File: config.mk
export PLATFORM = sky130hd
export DESIGN_NAME = sdpci_top
export DESIGN_NICKNAME = d
export VERILOG_FILES = /design/src/common/sdpci_pkg.sv /design/src/design/sdpci_decode.sv /design/src/design/sdpci_top.sv
export SDC_FILE = /design/constraint.sdc
export NUM_CORES = 1
export LEC_CHECK = 0
export BUFFER_PORTS_ARGS = -buffer_cell sky130_fd_sc_hd__buf_4
export CAP_MARGIN = 40
export CORE_ASPECT_RATIO = 1.75
export CORE_MARGIN = 2
export CORE_UTILIZATION = 40
export DETAILED_ROUTE_END_ITERATION = 10
export PLACE_DENSITY = 0.59
export SYNTH_ARGS = -nofsm -noshare
export SYNTH_HDL_FRONTEND = slang
export SYNTH_SLANG_ARGS = --single-unit
File: constraint.sdc
create_clock -name core_clk_i -period 3.8 [get_ports core_clk_i]
set_input_delay 0.38 -clock core_clk_i [delete_from_list [all_inputs] [get_ports core_clk_i]]
set_output_delay 0.38 -clock core_clk_i [all_outputs]
set_load 0.1 [all_outputs]
File: src/common/sdpci_pkg.sv
// Package with constants and carrier types of the SDRAM pin command interface.
// How it works
// - Row uses 12 address bits, column 8.
// - Precharge all banks when flag bit set.
// - Bank select picks activated or accessed bank.
// - Data lines are bidirectional, never contended.
// - Chip select off ignores commands, ops continue.
// - Strobes decode operation at rising edge.
// - Read mask tristates byte two cycles later.
// - Write mask blocks byte write immediately.
// - Inputs sampled only on rising clock edge.
// - Clock gate low enters low-power modes.
// - Four masks, one per byte lane.
// - All strobes low means mode register set.
package sdpci_pkg;
  localparam int ROW_W         = 12;
  localparam int COL_W         = 8;
  localparam int ADDR_W        = 12;
  localparam int BANK_W        = 2;
  localparam int NBANK         = 4;
  localparam int DATA_W        = 32;
  localparam int NLANE         = 4;
  localparam int ALL_BANKS_BIT = 10;
  localparam int READ_MASK_LAT = 2;
  localparam int CAS_LAT       = 3;
  localparam int MEM_DEPTH     = 16;
  localparam int MEM_AW        = 4;

  typedef enum logic [2:0] {
    SDPCI_CMD_MRS  = 3'h0,
    SDPCI_CMD_REF  = 3'h1,
    SDPCI_CMD_PRE  = 3'h2,
    SDPCI_CMD_ACT  = 3'h3,
    SDPCI_CMD_WR   = 3'h4,
    SDPCI_CMD_RD   = 3'h5,
    SDPCI_CMD_BST  = 3'h6,
    SDPCI_CMD_NOP  = 3'h7
  } sdpci_cmd_e;

  typedef enum logic [1:0] {
    SDPCI_PWR_RUN     = 2'b00,
    SDPCI_PWR_SUSPEND = 2'b01,
    SDPCI_PWR_DOWN    = 2'b11,
    SDPCI_PWR_SELFREF = 2'b10
  } sdpci_pwr_e;

  typedef struct packed {
    logic                 cs_n;
    logic                 ras_n;
    logic                 cas_n;
    logic                 we_n;
    logic [BANK_W-1:0]    bank_select_bits;
    logic [ADDR_W-1:0]    addr;
  } sdpci_cmd_s;
endpackage

File: src/design/sdpci_decode.sv
// Command decoder that maps the strobe levels to an operation.
module sdpci_decode (
  // Sampled command pins
  input  wire sdpci_pkg::sdpci_cmd_s cmd_i,
  input  wire logic                  clk_en_i,
  // Decoded operation
  output logic [2:0]                 op_o,
  output logic                       valid_o
);
  // The strobes directly form the operation code; chip select gates validity.
  assign op_o    = {cmd_i.ras_n, cmd_i.cas_n, cmd_i.we_n};
  assign valid_o = ~cmd_i.cs_n & clk_en_i;
endmodule

File: src/design/sdpci_top.sv
// Device side pin command interface of a four bank 32 bit SDRAM.
module sdpci_top (
  // Clock and reset
  input  wire logic                         core_clk_i,
  input  wire logic                         reset_i,
  // Command and address pins
  input  wire sdpci_pkg::sdpci_cmd_s        cmd_i,
  input  wire logic                         clk_gate_i,
  input  wire logic [sdpci_pkg::NLANE-1:0]  byte_mask_i,
  // Data lines, three signals
  input  wire logic [sdpci_pkg::DATA_W-1:0] data_lines_i,
  output logic [sdpci_pkg::DATA_W-1:0]      data_lines_o,
  output logic [sdpci_pkg::DATA_W-1:0]      data_lines_oe_n_o,
  // Status
  output logic [sdpci_pkg::NBANK-1:0]       bank_open_o,
  output logic [1:0]                        pwr_state_o,
  output logic [sdpci_pkg::ADDR_W-1:0]      mode_reg_o
);
  localparam int LAT = sdpci_pkg::CAS_LAT;

  logic [2:0] op;
  logic       op_valid;
  logic       clk_gate_q;
  logic [sdpci_pkg::NBANK-1:0]  bank_open;
  logic [sdpci_pkg::ROW_W-1:0]  open_row [sdpci_pkg::NBANK];
  logic [sdpci_pkg::DATA_W-1:0] mem [sdpci_pkg::MEM_DEPTH];
  logic [LAT-1:0]               rd_pipe;
  logic [sdpci_pkg::DATA_W-1:0] rd_data [LAT];
  logic [sdpci_pkg::NLANE-1:0]  mask_q1;
  logic                         wr_burst;
  logic [sdpci_pkg::MEM_AW-1:0] wr_idx;
  sdpci_pkg::sdpci_pwr_e        pwr;

  sdpci_decode u_dec (
    .cmd_i    (cmd_i),
    .clk_en_i (clk_gate_q),
    .op_o     (op),
    .valid_o  (op_valid)
  );

  // Memory index from bank and low column bits.
  function automatic logic [sdpci_pkg::MEM_AW-1:0] mem_idx(
    input logic [sdpci_pkg::BANK_W-1:0] b, input logic [sdpci_pkg::ADDR_W-1:0] a);
    mem_idx = {b, a[1:0]};
  endfunction

  wire is_act = op_valid && op == sdpci_pkg::SDPCI_CMD_ACT;
  wire is_rd  = op_valid && op == sdpci_pkg::SDPCI_CMD_RD;
  wire is_wr  = op_valid && op == sdpci_pkg::SDPCI_CMD_WR;
  wire is_pre = op_valid && op == sdpci_pkg::SDPCI_CMD_PRE;
  wire is_mrs = op_valid && op == sdpci_pkg::SDPCI_CMD_MRS;
  wire is_ref = op_valid && op == sdpci_pkg::SDPCI_CMD_REF;
  wire [sdpci_pkg::COL_W-1:0] col = cmd_i.addr[sdpci_pkg::COL_W-1:0];
  wire [sdpci_pkg::MEM_AW-1:0] acc_idx = mem_idx(cmd_i.bank_select_bits,
                                                 {4'h0, col});
  wire wr_now = is_wr && bank_open[cmd_i.bank_select_bits];
  wire [sdpci_pkg::MEM_AW-1:0] wr_at = wr_now ? acc_idx : wr_idx;
  wire wr_go = (wr_now || (wr_burst && !is_rd)) && clk_gate_q;

  // Power state follows the clock gate, refresh commands and read or write burst activity.
  sdpci_pkg::sdpci_pwr_e next_pwr;
  always_comb begin
    next_pwr = sdpci_pkg::SDPCI_PWR_RUN;
    if (!clk_gate_i) begin
      if (pwr != sdpci_pkg::SDPCI_PWR_RUN) next_pwr = pwr;
      else if (is_ref) next_pwr = sdpci_pkg::SDPCI_PWR_SELFREF;
      else if (|rd_pipe || wr_burst) next_pwr = sdpci_pkg::SDPCI_PWR_SUSPEND;
      else next_pwr = sdpci_pkg::SDPCI_PWR_DOWN;
    end
  end

  always_ff @(posedge core_clk_i) begin
    if (reset_i) begin
      pwr        <= sdpci_pkg::SDPCI_PWR_RUN;
      clk_gate_q <= 1'b1;
    end else begin
      pwr        <= next_pwr;
      clk_gate_q <= clk_gate_i;
    end
  end

  // Bank open state and rows.
  always_ff @(posedge core_clk_i) begin
    if (reset_i) begin
      bank_open <= '0;
      for (int i = 0; i < sdpci_pkg::NBANK; i++) open_row[i] <= '0;
    end else if (is_act) begin
      bank_open[cmd_i.bank_select_bits] <= 1'b1;
      open_row[cmd_i.bank_select_bits]  <= cmd_i.addr[sdpci_pkg::ROW_W-1:0];
    end else if (is_pre) begin
      if (cmd_i.addr[sdpci_pkg::ALL_BANKS_BIT]) bank_open <= '0;
      else bank_open[cmd_i.bank_select_bits] <= 1'b0;
    end
  end

  always_ff @(posedge core_clk_i) begin
    if (reset_i) mode_reg_o <= '0;
    else if (is_mrs) mode_reg_o <= cmd_i.addr;
  end

  // Write path: masked lanes are blocked in the cycle they are sampled.
  always_ff @(posedge core_clk_i) begin
    if (reset_i) begin
      wr_burst <= 1'b0;
      wr_idx   <= '0;
    end else begin
      if (wr_go) begin
        for (int l = 0; l < sdpci_pkg::NLANE; l++)
          if (!byte_mask_i[l]) mem[wr_at][l*8 +: 8] <= data_lines_i[l*8 +: 8];
      end
      if (is_rd || is_pre) wr_burst <= 1'b0;
      else if (wr_now) wr_burst <= 1'b1;
      if (wr_go) wr_idx <= wr_at + 4'h1;
    end
  end

  // Read path: data after the latency, lanes masked two cycles on.
  always_ff @(posedge core_clk_i) begin
    if (reset_i) begin
      rd_pipe <= '0;
      mask_q1 <= '1;
      for (int i = 0; i < LAT; i++) rd_data[i] <= '0;
    end else begin
      rd_pipe <= {rd_pipe[LAT-2:0], is_rd && bank_open[cmd_i.bank_select_bits]};
      rd_data[0] <= mem[acc_idx];
      for (int i = 1; i < LAT; i++) rd_data[i] <= rd_data[i-1];
      mask_q1 <= byte_mask_i;
    end
  end

  always_ff @(posedge core_clk_i) begin
    if (reset_i) begin
      data_lines_o      <= '0;
      data_lines_oe_n_o <= '1;
    end else begin
      data_lines_o <= rd_data[LAT-2];
      for (int l = 0; l < sdpci_pkg::NLANE; l++)
        data_lines_oe_n_o[l*8 +: 8] <= {8{!(rd_pipe[LAT-2] && !mask_q1[l])}};
    end
  end

  assign bank_open_o = bank_open;
  assign pwr_state_o = pwr;
endmodule

# Word level (Yosys, flattened, before mapping)
# Memory sizes are Yosys's and may differ from the RTL's.
# Cells that the tools add are included.
# op_classes
addsub	1
magnitude_cmp	2
eq_ne	5
mux	32
bitwise_logic	8
n_reduce_logical	33
# ops
cell	count
2-to-1 mux 32 bit	3
2-to-1 mux 1 bit	21
2-to-1 mux 4 bit	4
logical AND 1 bit	15
logical NOT 1 bit	9
equality test 3 x 2 -> 1 bit, second input constant	2
equality test 3 bit, second input constant	2
adder 4 x 1 -> 4 bit, second input constant	1
AND 4 bit	1
2-to-1 mux 2 bit	2
NOT 4 bit	1
OR 4 bit	1
nonzero test 2 bit	2
OR reduction 2 bit	2
equality test 3 x 1 -> 1 bit, second input constant	1
logical NOT 3 bit	1
logical OR 1 bit	3
< comparator 2 x 3 -> 1 bit, second input constant	1
OR 1 bit	3
OR reduction 3 bit	1
binary-select mux 1 bit (select 2 bit)	1
demux 1 bit (select 2 bit)	1
greater-or-equal comparator 2 x 1 -> 1 bit, second input constant	1
AND 1 bit	1
NOT 1 bit	1
# word_totals
reg_bits	88
mem_bits_rw	608
wordCells	93
mem_count	2
# mem_list
name	depth	word_bits	read_ports	rd_clocked_by_memory_dff	wr	line	source
mem	16	32	1	0	1	sdpci_top.sv:26	logic [sdpci_pkg::DATA_W-1:0] mem [sdpci_pkg::MEM_DEPTH];
rd_data	3	32	2	0	3	sdpci_top.sv:28	logic [sdpci_pkg::DATA_W-1:0] rd_data [LAT];

# Depth between registers and ports, before layout
# logic_depth
word_depth	10
depth_mapped	11
mapped_depth_nobuf	9

# Cells and area by module
# From an unflattened synthesis, not the netlist that was laid out.
# hier_totals
hier_cells	1224
area_unflattened_um2	24066.8
# modules_own_cells
mod	n_inst	cells_each	area_per_inst_um2	seq_area_each_um2
sdpci_top	1	1220	24030.5	17997.3
sdpci_decode	1	4	36.3	0.0

# Worst setup path after synthesis
# OpenSTA, ideal clock, no wires.
# synth_path
path_type	register to register
start	reg bank_open, in the netlist bank_open_o[1]
end	mem mem[3][16] (netlist name) (enable)
arrival_time_ns	3.496
t_required_ns	3.430
path_slack_ns	-0.066
path_stages_with_launch	11
n_path_buf	1
cell_sequence	dfxtp_1 -> mux4_2 -> and3_1 -> buf_6 -> and2_1 -> a21o_1 -> ha_1 -> inv_1 -> a41oi_1 -> or4b_1 -> nor2_1
# synth_via
elab_chain_cells	8
# synth_rtl
element	line	source
start, declared	sdpci_top.sv:24	logic [sdpci_pkg::NBANK-1:0] bank_open;
start signal, assigned	sdpci_top.sv:85	bank_open <= '0;
start signal, assigned by index	sdpci_top.sv:88	bank_open[cmd_i.bank_select_bits] <= 1'b1;
start signal, assigned	sdpci_top.sv:91	if (cmd_i.addr[sdpci_pkg::ALL_BANKS_BIT]) bank_open <= '0;
binary-select mux 1 bit (select 2 bit) *	sdpci_top.sv:56	wire wr_now = is_wr && bank_open[cmd_i.bank_select_bits];
2-to-1 mux 1 bit (implied by the code) *	sdpci_top.sv:56	
logical AND 1 bit *	sdpci_top.sv:56	
logical OR 1 bit	sdpci_top.sv:58	wire wr_go = (wr_now || (wr_burst && !is_rd)) && clk_gate_q;
logical AND 1 bit	sdpci_top.sv:58	
2-to-1 mux 1 bit	sdpci_top.sv:107	if (wr_go) begin
2-to-1 mux 1 bit	sdpci_top.sv:103	if (reset_i) begin
2-to-1 mux 1 bit (implied by the code)	sdpci_top.sv:109	if (!byte_mask_i[l]) mem[wr_at][l*8 +: 8] <= data_lines_i[l*8 +: 8];
end, declared	sdpci_top.sv:26	
# Every way passes the cells marked *; elsewhere a longest branch is shown, timed or not. The select of a mux whose other input is x is not followed.

# Worst setup path in the final report
# layout_path
start	reg bank_open, in the netlist bank_open_o[3]
end	mem mem[3][28] (netlist name) (enable)
# The elaborated chain is that of the path after synthesis.

==> results.json <==
{
  "tns_ps": 0,
  "postRouteAntennaNets": 0,
  "core_um2": 59400,
  "period_share_pct": 83.1,
  "cts_tree": "built",
  "fp-row-count": 118,
  "grt_use_total_pct": 16.7,
  "outcome": "finished clean",
  "peakVddDrop_mv": 0.308,
  "syn_area_per_cell_um2": 19.2,
  "cts_buffers": 55,
  "grt_setup_unrepaired": "false",
  "crit_chain": "mux4_2 > and3_1 > mux2i_1 > inv_1 > ha_1 > inv_1 > a41oi_1 > or4b_1 > nor2_1 > buf_4",
  "grt_pass1_vias": 12329,
  "vias_per_cell": 5.15,
  "ys_warn_count": 0,
  "nNetsFinal": 1459,
  "synth.net_count": 1314,
  "num_io_pins": 139,
  "clockBufferDepth": 3,
  "cts_num_sinks": 643,
  "ys_types": 47,
  "die_w_um": 189,
  "powerDensity_nw_per_um2": 515,
  "final-hold-violation-count": 0,
  "crit_slowest_cell": "or4b_1",
  "ys_seq_area_share_pct": 74.9,
  "arrival_ps": 3470,
  "setup_viol": 0,
  "finalWirelength_um": 51300,
  "areaGrowthSynthToFinish_pct": 16.3,
  "synth-edff-count": 512,
  "r2r_setup_slack_ps": 640,
  "drive_gt1_share_pct": 29.4,
  "worst_hold_slack_ps": 38.2,
  "min_to": "mode_reg_o[4]",
  "tightest_slew_ps": 828,
  "dieArea_um2": 62100,
  "root_buffer": "clkbuf_16",
  "grt_max_degree": 131,
  "rr_endpoint": "mem[3][28]",
  "htreeDepth": 2,
  "drc": 0,
  "start_util_pct": 40.5,
  "period_needed_ps": 3160,
  "crit_path_max_incr_delay_ps": 640,
  "synthTopCellsByArea": "edfxtp_1 (64%), mux4_2 (12%), dfxtp_1 (11%), mux2i_1 (2.8%), nor2b_1 (1.8%)",
  "globalRouteOverflowTotal": 0,
  "cts_setup_buffers": 0,
  "crit_required_ps": 4110,
  "reg2reg_from": "bank_open_o[3]",
  "first_pass_iters": 5,
  "yosysMostFrequentCell": "edfxtp_1",
  "post-dp-hpwl_um": 34600,
  "synth_top_area_share_pct": 64.0,
  "wl_per_cell_um": 23.1,
  "hold_depth": 3,
  "vias": 11438,
  "drv_cap": 0,
  "async_flop_share_pct": 0,
  "end_kind": "flop",
  "die_h_um": 328,
  "worstSkewPairLatency_ps": 610,
  "p_leak_nw": 9.51,
  "syn_inst": 1253,
  "clk_pin_slew_ps": 70,
  "synth_flop_cell": "edfxtp_1",
  "min_from": "cmd_i[4]",
  "syn_area_um2": 24000,
  "finClkSkew_ps": 18.1,
  "drt_iter0_drc": 753,
  "critical_path_class": "flop to flop",
  "synthTopCellsByCount": "edfxtp_1 (512), dfxtp_1 (131), mux4_2 (129)",
  "yosysTopAreaCell": "edfxtp_1",
  "maxSlewViolCount": 0,
  "port_buffers": 138,
  "max_freq_mhz": 317,
  "path_common_cell": "inv_1",
  "ys_ff_latch": 643,
  "path_delay_family": "simple AND/OR/NAND/NOR gates",
  "min_path_type": "input port to flop",
  "gp_congestion": 0.781,
  "grt_first_pass_wirelength_um": 77200,
  "slew-limit-headroom_pct": 44.8,
  "critical_path_buf_inv_count": 3,
  "grt_antenna_before_repair": 1,
  "worstSetupStartpointType": "flop",
  "r2r.worst_path.cells": 10,
  "worstPathMaxFanout": 8
}
-- layout make-up --
type / instances / area [um2]
Fill cell: 5007 / 31400
Inverter: 7 / 26.3
Clock buffer: 67 / 1460
Multi-Input combinational cell: 502 / 5490
Tap cell: 780 / 976
Timing Repair Buffer: 189 / 1520
Clock inverter: 34 / 465
Sequential cell: 643 / 18000
Antenna cell: 1 / 2.50
-- worst max-delay path by stage --
| stage | depth (start not counted) | startpoint | end | slack, ps |
|---|---|---|---|---|
| after floorplan | 10 | bank_open_o[1] | mem[3][16] | 320 |
| after global placement | 11 | cmd_i[12] | mem[3][12] | 340 |
| after detailed placement | 11 | cmd_i[12] | mem[3][14] | 390 |
| after CTS | 7 | clk_gate_q | mem[6][27] | 600 |
| after global routing | 7 | clk_gate_q | mem[6][27] | 450 |
| final | 10 | bank_open_o[3] | mem[3][28] | 640 |
-- power breakdown --
part	switching [mW]	leakage (nW)	internal (mW)	total [mW]
registers	0.0200	5.68	7.64	7.66
logic	0.433	2.89	0.270	0.704
clock network	2.47	0.938	3.55	6.02
-- what timing repair did --
item,CTS,global route
hold buffers,7,0
hold endpoints to repair,7,0
resized for setup,0,0
-- tightest hold or removal path: stages --
cell     delay [ps]
buf_4           110
nand2_1          50
a21oi_1          60
-- registers in the layout, indices dropped and copies added (netlist names) --
register,count
clk_gate_q,1
wr_burst,1
data_lines_oe_n_o,4
data_lines_o,32
mem,512
wr_idx,4
mask_q1,4
bank_open_o,4
rd_pipe,3
mode_reg_o,12
pwr_state_o,2
rd_data,64
-- through the flow --
step           std cells  utilization [%]  power, mW  setup WS, ps  area, um2
4_1_cts             2222             47.1       14.5           598      27900
5_1_grt             2222             47.1       14.8           454      27900
3_3_place_gp        2111             43.6       8.51           338      25900
2_1_floorplan       1253                -       8.26           315      24000
6_report            2223             47.1       14.4           644      27900
3_5_place_dp        2114             43.7       8.53           389      25900
-- cell families (layout without fill, tap and decap cells) --
logic type	after synthesis	in the layout	synth area share, %
AND/OR/NAND/NOR	219	219	5.46
buffers and inverters	108	297	2.26
adder cells (fa/ha/maj)	4	4	0.208
flip-flops	643	643	74.9
AO/OA/AOI/OAI	76	76	1.95
multiplexers	200	200	15.1
other	0	1	0
XOR/XNOR	3	3	0.109
-- cells in the final DEF, fill, tap and decap left out, types with 22 or more instances in the layout --
cell type	Yosys	final
nor2_1	22	22
nand2_1	32	32
mux2i_1	67	67
and3_1	43	43
clkbuf_16	0	57
o22ai_1	32	32
dfxtp_1	131	127
nor2b_1	68	68
buf_4	28	176
mux4_2	129	129
edfxtp_1	512	512
a21oi_1	22	22
-- per-layer routing --
| layer | track usage, % | part of all wire [%] | up-vias |
|---|---|---|---|
| met5 | 0 | 0.019 | - |
| met1 | 18.2 | 36 | 5908 |
| met3 | 2.10 | 3.4 | 93 |
| met2 | 33.1 | 57 | 235 |
| li1 | - | - | 5200 |
| met4 | 5.44 | 2.8 | 2 |
Note: power is estimated with default switching activity, not from simulation.
